[config.mk]
export PLATFORM = sky130hd
export DESIGN_NAME = hlt_timer
export DESIGN_NICKNAME = d
export VERILOG_FILES = /design/src/hlt_pkg.sv /design/src/hlt_ers_sync.sv /design/src/hlt_timer.sv
export SDC_FILE = /design/constraint.sdc
export NUM_CORES = 1
export LEC_CHECK = 0
export ABC_AREA = 1
export BUFFER_PORTS_ARGS = -buffer_cell sky130_fd_sc_hd__buf_2
export CORE_MARGIN = 2
export CORE_UTILIZATION = 51
export CTS_BUF_LIST = sky130_fd_sc_hd__clkbuf_4 sky130_fd_sc_hd__clkbuf_8
export DETAILED_ROUTE_END_ITERATION = 7
export HOLD_SLACK_MARGIN = 0.06
export PLACE_DENSITY = 0.91
export SETUP_SLACK_MARGIN = 0.4
export SYNTH_ARGS = -nofsm -noshare
export SYNTH_HDL_FRONTEND = slang
export SYNTH_SLANG_ARGS = --single-unit
[constraint.sdc]
create_clock -name clk_sys -period 2.5 [get_ports clk_sys]
set_input_delay 0.5 -clock clk_sys [delete_from_list [all_inputs] [get_ports clk_sys]]
set_output_delay 0.5 -clock clk_sys [all_outputs]
set_load 0.05 [all_outputs]
[src/hlt_pkg.sv]
// Constants, codes and carrier types for the hardware-limit timer block
package hlt_pkg;

  // Widths
  localparam int unsigned HLT_CNT_W = 8;
  localparam int unsigned HLT_POST_W = 4;
  localparam int unsigned HLT_MODE_W = 5;
  localparam int unsigned HLT_SEL_W = 5;
  localparam int unsigned HLT_NUM_SRC = 32;

  // Reset values and increment steps
  localparam logic [7:0] HLT_COUNT_RST = 8'H00;
  localparam logic [7:0] HLT_PERIOD_RST = 8'HFF;
  localparam logic [3:0] HLT_POST_RST = 4'H0;
  localparam logic [7:0] HLT_COUNT_ONE = 8'H01;
  localparam logic [3:0] HLT_POST_ONE = 4'H1;

  // Trigger timing the source of the external input must respect
  localparam int unsigned HLT_EDGE_GAP_CYC = 6;
  localparam int unsigned HLT_LEVEL_MIN_CYC = 3;

  // Mode groups, mode bits 4:3
  localparam logic [1:0] HLT_GRP_FREE = 2'H0;
  localparam logic [1:0] HLT_GRP_ONESHOT = 2'H1;
  localparam logic [1:0] HLT_GRP_MONO = 2'H2;

  // Free-running sub-modes, mode bits 2:0
  localparam logic [2:0] HLT_FR_SW_GATE = 3'H0;
  localparam logic [2:0] HLT_FR_GATE_HI = 3'H1;
  localparam logic [2:0] HLT_FR_GATE_LO = 3'H2;
  localparam logic [2:0] HLT_FR_ANY_RST = 3'H3;
  localparam logic [2:0] HLT_FR_RISE_RST = 3'H4;
  localparam logic [2:0] HLT_FR_FALL_RST = 3'H5;
  localparam logic [2:0] HLT_FR_LOW_RST = 3'H6;
  localparam logic [2:0] HLT_FR_HIGH_RST = 3'H7;

  // One-shot sub-modes
  localparam logic [2:0] HLT_OS_SW_START = 3'H0;
  localparam logic [2:0] HLT_OS_RISE_START = 3'H1;
  localparam logic [2:0] HLT_OS_FALL_START = 3'H2;
  localparam logic [2:0] HLT_OS_ANY_START = 3'H3;
  localparam logic [2:0] HLT_OS_RISE_RISE = 3'H4;
  localparam logic [2:0] HLT_OS_FALL_FALL = 3'H5;
  localparam logic [2:0] HLT_OS_RISE_LOW = 3'H6;
  localparam logic [2:0] HLT_OS_FALL_HIGH = 3'H7;

  // Monostable and level one-shot sub-modes
  localparam logic [2:0] HLT_MS_RISE_START = 3'H1;
  localparam logic [2:0] HLT_MS_FALL_START = 3'H2;
  localparam logic [2:0] HLT_MS_ANY_START = 3'H3;
  localparam logic [2:0] HLT_LV_HIGH_RUN = 3'H6;
  localparam logic [2:0] HLT_LV_LOW_RUN = 3'H7;

  // Edge selection codes for the edge function
  localparam logic [1:0] HLT_EDGE_NONE = 2'H0;
  localparam logic [1:0] HLT_EDGE_RISE = 2'H1;
  localparam logic [1:0] HLT_EDGE_FALL = 2'H2;
  localparam logic [1:0] HLT_EDGE_ANY = 2'H3;

  // Software control of the timer
  typedef struct packed {
    logic ctrl_wr;
    logic on_wdata;
    logic [HLT_MODE_W-1:0] mode;
    logic [HLT_POST_W-1:0] postscale_select;
  } hlt_ctrl_t;

  // Software write of one 8-bit value
  typedef struct packed {
    logic wr;
    logic [HLT_CNT_W-1:0] wdata;
  } hlt_wr_t;

  // Time base handed to the PWM unit
  typedef struct packed {
    logic [HLT_CNT_W-1:0] count_value;
    logic [HLT_CNT_W-1:0] period_value;
    logic period_match;
    logic counting;
  } hlt_pwm_t;

  // Synchroniser state
  typedef struct packed {
    logic s1;
    logic s2;
    logic s3;
    logic level;
    logic level_prev;
  } hlt_sync_t;

  // Timer state
  typedef struct packed {
    logic [HLT_CNT_W-1:0] count;
    logic [HLT_CNT_W-1:0] period;
    logic [HLT_POST_W-1:0] post_cnt;
    logic on;
    logic started;
    logic pulse;
  } hlt_state_t;

endpackage

[src/hlt_ers_sync.sv]
// Three-stage synchroniser and edge detector for the external reset input
`timescale 1ns/100ps
module hlt_ers_sync (
  // Clock and reset
  input wire logic clk_sys,
  input wire logic arst_n,
  // Asynchronous input
  input wire logic async_in,
  // Filtered level and one-cycle edge pulses
  output logic level,
  output logic rise,
  output logic fall
);

  hlt_pkg::hlt_sync_t st_q;
  hlt_pkg::hlt_sync_t st_d;

  // Next state: level changes only once stages two and three agree
  always_comb begin
    st_d = st_q;
    st_d.s1 = async_in;
    st_d.s2 = st_q.s1;
    st_d.s3 = st_q.s2;
    if (st_q.s2 == st_q.s3) begin
      st_d.level = st_q.s2;
    end
    st_d.level_prev = st_q.level;
  end

  // State register
  always_ff @(posedge clk_sys or negedge arst_n) begin
    if (!arst_n) begin
      st_q <= '0;
    end else begin
      st_q <= st_d;
    end
  end

  // Edges from successive filtered samples
  assign level = st_q.level;
  assign rise = st_q.level & ~st_q.level_prev;
  assign fall = ~st_q.level & st_q.level_prev;

endmodule

[src/hlt_timer.sv]
// Mode control, count, period and postscaler of the hardware-limit timer
//
// What this block does
// - Match pulse one clock when postscaler equals select
// - Postscaler advances on every count-period match
// - Count and match timing go to PWM unit
// - Match pulse exported for other peripherals
// - External input chosen by reset-source select
// - Mode field selects the timer behaviour
// - External triggers ignored during debug freeze
// - Software and hardware gate free-running modes
// - Free-running with edge reset of count
// - Free-running with level reset, counting otherwise
// - Software-start one-shot stops at period match
// - One-shot started by chosen external edge
// - One-shot edge start, same edge resets
// - One-shot edge start with level reset
// - Monostable edge start, stops at zero, keeps enable
// - Level one-shot modes; other codes reserved
// - Cleared enable needs fresh edge to resume
// - One-shot match clears enable, stops at zero
// - Count increments, wraps to zero after match
// - Reset clears count, period to all ones
// - Control and count writes and resets clear the postscaler
// - Postscaler cleared after emitting match pulse
`timescale 1ns/100ps
module hlt_timer (
  // Clock and reset
  input wire logic clk_sys,
  input wire logic arst_n,
  // Software control, enable, mode and postscale select
  input wire hlt_pkg::hlt_ctrl_t ctrl,
  // Software writes of count and period
  input wire hlt_pkg::hlt_wr_t count_wr,
  input wire hlt_pkg::hlt_wr_t period_wr,
  // Debug freeze
  input wire logic debug_freeze,
  // External reset sources and their selection
  input wire logic [hlt_pkg::HLT_NUM_SRC-1:0] ext_reset_sources,
  input wire logic [hlt_pkg::HLT_SEL_W-1:0] reset_source_select,
  // Status back to software
  output logic on_status,
  // Time base for the PWM unit
  output hlt_pkg::hlt_pwm_t pwm_base,
  // Postscaled period match pulse
  output logic period_match_pulse,
  // External reset currently acting on the count
  output logic ers_reset_active
);

  hlt_pkg::hlt_state_t st_q;
  hlt_pkg::hlt_state_t st_d;

  logic ext_reset_input;
  logic ers_level;
  logic ers_rise;
  logic ers_fall;

  // Pick the external reset source for this instance
  assign ext_reset_input = ext_reset_sources[reset_source_select];

  // Synchronise the selected input into the timer clock domain
  hlt_ers_sync u_sync (
    .clk_sys(clk_sys),
    .arst_n(arst_n),
    .async_in(ext_reset_input),
    .level(ers_level),
    .rise(ers_rise),
    .fall(ers_fall)
  );

  // True when the chosen edge kind is seen
  function automatic logic edge_hit(input logic [1:0] kind,
                                    input logic r,
                                    input logic f);
    logic hit;
    hit = 1'b0;
    case (kind)
      hlt_pkg::HLT_EDGE_RISE: hit = r;
      hlt_pkg::HLT_EDGE_FALL: hit = f;
      hlt_pkg::HLT_EDGE_ANY: hit = r | f;
      default: hit = 1'b0;
    endcase
    return hit;
  endfunction

  // Decoded behaviour of the current mode
  logic [1:0] grp;
  logic [2:0] sub;
  logic [1:0] start_kind;
  logic [1:0] rst_edge_kind;
  logic gate_ok;
  logic lvl_rst;
  logic rst_needs_start;
  logic one_shot;
  logic mono;
  logic reserved;
  logic rise_v;
  logic fall_v;
  logic start_ev;
  logic rst_active;
  logic run;
  logic match;
  logic clr_post;

  // Mode decode, triggers, count and postscaler next state
  always_comb begin
    st_d = st_q;
    grp = ctrl.mode[4:3];
    sub = ctrl.mode[2:0];
    start_kind = hlt_pkg::HLT_EDGE_NONE;
    rst_edge_kind = hlt_pkg::HLT_EDGE_NONE;
    gate_ok = 1'b1;
    lvl_rst = 1'b0;
    rst_needs_start = 1'b0;
    one_shot = 1'b0;
    mono = 1'b0;
    reserved = 1'b0;
    // Triggers are masked while frozen
    rise_v = ers_rise & ~debug_freeze;
    fall_v = ers_fall & ~debug_freeze;

    // Behaviour chosen by the mode field
    case (grp)
      hlt_pkg::HLT_GRP_FREE: begin
        case (sub)
          hlt_pkg::HLT_FR_SW_GATE: gate_ok = 1'b1;
          hlt_pkg::HLT_FR_GATE_HI: gate_ok = ers_level;
          hlt_pkg::HLT_FR_GATE_LO: gate_ok = ~ers_level;
          hlt_pkg::HLT_FR_ANY_RST: begin
            rst_edge_kind = hlt_pkg::HLT_EDGE_ANY;
          end
          hlt_pkg::HLT_FR_RISE_RST: begin
            rst_edge_kind = hlt_pkg::HLT_EDGE_RISE;
          end
          hlt_pkg::HLT_FR_FALL_RST: begin
            rst_edge_kind = hlt_pkg::HLT_EDGE_FALL;
          end
          hlt_pkg::HLT_FR_LOW_RST: begin
            gate_ok = ers_level;
            lvl_rst = ~ers_level;
          end
          default: begin
            gate_ok = ~ers_level;
            lvl_rst = ers_level;
          end
        endcase
      end
      hlt_pkg::HLT_GRP_ONESHOT: begin
        one_shot = 1'b1;
        rst_needs_start = 1'b1;
        case (sub)
          hlt_pkg::HLT_OS_SW_START: begin
            start_kind = hlt_pkg::HLT_EDGE_NONE;
          end
          hlt_pkg::HLT_OS_RISE_START: begin
            start_kind = hlt_pkg::HLT_EDGE_RISE;
          end
          hlt_pkg::HLT_OS_FALL_START: begin
            start_kind = hlt_pkg::HLT_EDGE_FALL;
          end
          hlt_pkg::HLT_OS_ANY_START: begin
            start_kind = hlt_pkg::HLT_EDGE_ANY;
          end
          hlt_pkg::HLT_OS_RISE_RISE: begin
            start_kind = hlt_pkg::HLT_EDGE_RISE;
            rst_edge_kind = hlt_pkg::HLT_EDGE_RISE;
          end
          hlt_pkg::HLT_OS_FALL_FALL: begin
            start_kind = hlt_pkg::HLT_EDGE_FALL;
            rst_edge_kind = hlt_pkg::HLT_EDGE_FALL;
          end
          hlt_pkg::HLT_OS_RISE_LOW: begin
            start_kind = hlt_pkg::HLT_EDGE_RISE;
            lvl_rst = ~ers_level;
          end
          default: begin
            start_kind = hlt_pkg::HLT_EDGE_FALL;
            lvl_rst = ers_level;
          end
        endcase
      end
      hlt_pkg::HLT_GRP_MONO: begin
        case (sub)
          hlt_pkg::HLT_MS_RISE_START: begin
            mono = 1'b1;
            start_kind = hlt_pkg::HLT_EDGE_RISE;
          end
          hlt_pkg::HLT_MS_FALL_START: begin
            mono = 1'b1;
            start_kind = hlt_pkg::HLT_EDGE_FALL;
          end
          hlt_pkg::HLT_MS_ANY_START: begin
            mono = 1'b1;
            start_kind = hlt_pkg::HLT_EDGE_ANY;
          end
          hlt_pkg::HLT_LV_HIGH_RUN: begin
            one_shot = 1'b1;
            gate_ok = ers_level;
            lvl_rst = ~ers_level;
          end
          hlt_pkg::HLT_LV_LOW_RUN: begin
            one_shot = 1'b1;
            gate_ok = ~ers_level;
            lvl_rst = ers_level;
          end
          default: reserved = 1'b1;
        endcase
      end
      default: reserved = 1'b1;
    endcase

    // Start edge only counts while enabled and not yet started
    start_ev = st_q.on & ~st_q.started &
               edge_hit(start_kind, rise_v, fall_v);

    // External reset: level or edge, only while enabled, never frozen
    rst_active = st_q.on & ~reserved & ~debug_freeze &
                 (~rst_needs_start | st_q.started |
                  (start_kind == hlt_pkg::HLT_EDGE_NONE)) &
                 (lvl_rst | (st_q.started &
                  edge_hit(rst_edge_kind, rise_v, fall_v)) |
                  ((start_kind == hlt_pkg::HLT_EDGE_NONE) &
                  edge_hit(rst_edge_kind, rise_v, fall_v)));

    // Counting needs enable, gate level and, if edge-started, a start
    run = st_q.on & gate_ok & ~reserved & ~debug_freeze & ~rst_active &
          ((start_kind == hlt_pkg::HLT_EDGE_NONE) | st_q.started);

    // Period match seen by the postscaler and the PWM unit
    match = run & (st_q.count == st_q.period) & ~count_wr.wr;

    // Edge-start qualifier, lost whenever enable drops
    if (!st_q.on) begin
      st_d.started = 1'b0;
    end else if (start_ev) begin
      st_d.started = 1'b1;
    end else if (match && (one_shot || mono)) begin
      st_d.started = 1'b0;
    end

    // Enable: software write wins over the hardware clear at match
    if (ctrl.ctrl_wr) begin
      st_d.on = ctrl.on_wdata;
      st_d.started = 1'b0;
    end else if (match && one_shot) begin
      st_d.on = 1'b0;
    end

    // Count value
    if (count_wr.wr) begin
      st_d.count = count_wr.wdata;
    end else if (rst_active) begin
      st_d.count = hlt_pkg::HLT_COUNT_RST;
    end else if (match) begin
      st_d.count = hlt_pkg::HLT_COUNT_RST;
    end else if (run) begin
      st_d.count = st_q.count + hlt_pkg::HLT_COUNT_ONE;
    end

    // Period value
    if (period_wr.wr) begin
      st_d.period = period_wr.wdata;
    end

    // Postscaler and its output pulse
    clr_post = ctrl.ctrl_wr | count_wr.wr | rst_active;
    st_d.pulse = 1'b0;
    if (clr_post) begin
      st_d.post_cnt = hlt_pkg::HLT_POST_RST;
    end else if (match) begin
      if (st_q.post_cnt == ctrl.postscale_select) begin
        st_d.pulse = 1'b1;
        st_d.post_cnt = hlt_pkg::HLT_POST_RST;
      end else begin
        st_d.post_cnt = st_q.post_cnt + hlt_pkg::HLT_POST_ONE;
      end
    end
  end

  // State register with device reset values
  always_ff @(posedge clk_sys or negedge arst_n) begin
    if (!arst_n) begin
      st_q.count <= hlt_pkg::HLT_COUNT_RST;
      st_q.period <= hlt_pkg::HLT_PERIOD_RST;
      st_q.post_cnt <= hlt_pkg::HLT_POST_RST;
      st_q.on <= 1'b0;
      st_q.started <= 1'b0;
      st_q.pulse <= 1'b0;
    end else begin
      st_q <= st_d;
    end
  end

  // Time base for the PWM unit
  assign pwm_base.count_value = st_q.count;
  assign pwm_base.period_value = st_q.period;
  assign pwm_base.period_match = match;
  assign pwm_base.counting = run;

  // Exported pulse and status
  assign period_match_pulse = st_q.pulse;
  assign on_status = st_q.on;
  assign ers_reset_active = rst_active;

endmodule

==> impl_results.md <==
- # rows: 24
- Initial Util: 0.524
- DP Area: 0.00273 mm2
- Worst setup path start: ctrl[8]
- Area contributors post-synth: dfrtp_1 (22%), nand2_1 (10%), dfstp_2 (9.3%)
- CP endpoint kind: output port
- Post-Syn Area: 0.00226 mm2
- Worst hold slack: ~220 ps
- First-pass GRT wire length: 9290 um
- Final Hold Viols: 0
- Worst setup margin: 217 ps
- Sink Count: 28
- Leak: 1.48 nW
- Worst-Skew Late Latency: 280 ps
- Placement Setup Slack: -15.6 ps
- Avg Inst Size Synth: 7.28 um2
- Proportion of layout cells with a drive suffix above 1: 0.409
- Proportion of netlist area held by the largest area contributor: 0.221
- Chip width: 70.6 um
- Top-count cell post-synth: nand2_1
- CP Max Fanout: 4
- DP HPWL: 4290 um
- Routed length per placed instance: 12.7 um
- Final net count: between 400 and 500
- Finished Cell Area: a little under 0.003 mm2
- Rel. slew slack: 0.581
- Max-cap violations: 0
- PwrDens: 483 mW/mm2
- Drt pass-1 iters: 4
- Root Driver: clkbuf_8
- Inserted Diodes: 0
- Tot Pwr: 1.41 mW
- Port bufs: 89
- Critical path type: primary input to output port
- YS warnings: 0
- RSZ-0062 raised after global routing: true
- Synth cell count leaders: nand2_1 (63), nor2_1 (40), o21ai_0 (27)
- Io pins: 90
- Sequential-to-total area share from yosys stat: 0.314
- CTS H-tree depth: 1
- 1st-iter DRT viols: 148
- Finished Core Util: 0.677
- Die area: 0.00499 mm2
- Largest area contributor in the synthesized netlist: dfrtp_1
- CTS Hold Bufs: 0
- Clock buffer depth: 2
- CTS clk-pin slew, worst paths: 100 ps
- Total gr overflow: 0
- Reg2Reg Launch Point: u_sync.level
- Largest net degree at the start of global routing: 29
- Total core area: between 0.004 and 0.005 mm2
- CP Launch Type: primary input
- Register area: 712 um2
- Worst Skew: 14.6 ps
- DRC viols: 0
- Vias in the first global route: 2197
- Synth Flop Type: dfrtp_1
- Chip height: 70.6 um
- Setup tns final: 0 ps
- Async SR Flop Fraction: 1.00
- Post-route insts no fill: 446
- WP data required: 2000 ps
- Num CTS Buffers: 3
- Worst VDD drop: 0.422 mV
- All-Layer GR Usage: 0.226
- Min Clock Period, post-route: roughly 2300 ps
- # fillers: 314
- Antenna viol nets, final: 0
- Initial antenna violation count: 0
- Status: completed
- Syn nets: 387
- Worst EP arrival: 1780 ps
- Detailed Route WL: 5680 um
- Synthesis-stage register bit count: 28
- CTS tree: built
- Multi-input gate area: 0.00137 mm2
- Synth unique cells: 33
- Hold/Removal Path Class: primary input to asynchronous set/reset pin
- Area grow syn2layout: 29.2%
- Synth Instances: 311
- GP Congestion: ~0.91
- Tcrit/Tclk final: 0.913
- Via-per-instance ratio: between 5 and 6
- FMAX: 0.438 GHz
- Final setup fails: 0
- Worst slew pin tran: ~630 ps
- Placed insts: 435
- EDFF count, synth: 0
- Vias: 2355
- Max Slew Vio Count: 0
[final timing paths]
check	to	slack [ps]	depth (start not counted)
max	pwm_base[1]	220	15
min	on_status	220	1
max reg2reg	pwm_base[16]	590	13
min reg2reg	u_sync.st_d[2]	360	0
max in group asynchronous	u_sync.level	1830	1
min in group clk_sys	u_sync.st_d[2]	360	0
[power breakdown]
group          total [mW]  switching, mW  internal (mW)
clock               0.268          0.142          0.125
sequential          0.585         0.0698          0.516
combinational       0.559          0.346          0.213
[worst max-delay path, cell delays in order]
cell	delay [ps]
buf_12	100
inv_12	30
ha_4	160
inv_1	130
nand2_2	90
nand2_1	70
nor2_1	40
nand3_1	60
nand2_1	50
nand2_1	70
nand2_2	70
nand2_4	80
nand4_1	90
inv_1	80
buf_6	150
[routing by layer]
| metal | global-route usage | vias to the layer above | share of wire |
|---|---|---|---|
| met1 | 0.279 | 1059 | 0.40 |
| li1 | - | 1172 | - |
| met3 | 0.0456 | 14 | 0.070 |
| met2 | 0.400 | 110 | 0.51 |
| met4 | 0.0692 | 0 | 0.020 |
| met5 | 0 | - | 0 |
[sequential cells by signal (all words and copies together) (netlist names)]
register / count
pwm_base: 16
period_match_pulse: 1
st_q: 5
u_sync.level: 1
u_sync.st_d: 2
on_status: 1
u_sync.st_q: 2
[area by class of cell]
class,instances,share of cell area
Clock buffer,4,0.0167
Inverter,31,0.0475
Multi-Input combinational cell,229,0.467
Sequential cell,28,0.243
Tap cell,52,0.0222
Timing Repair Buffer,102,0.203
[cells in the final DEF, fill, tap and decap left out, drive strengths merged]
cell / instances
a21oi: 8
nand2: 66
nand4: 5
maj3: 1
buf: 101
xor2: 7
xnor2: 12
nor2: 42
and3: 1
nand3b: 4
dfstp: 8
or2: 2
nand3: 23
clkbuf: 5
dfrtp: 20
nor4: 1
inv: 31
a31oi: 1
mux2: 8
o21ai: 29
o2111ai: 1
ha: 7
o221ai: 4
o22ai: 6
nor3: 1
[cell families after synthesis]
logic type / share of synthesized area
AOI/OAI and AO/OA: 0.127
muxes: 0.0398
xor gates and xnor gates: 0.0735
buffers and inverters: 0.123
adders and majority gates: 0.0431
and+or+nand+nor: 0.280
DFF: 0.314
[what timing repair did]
action	CTS	global route
setup endpoints to repair	3	4
buffers inserted	3	4
resized for setup	24	10
pin swaps	7	6
(Power assumes the default switching activity.)
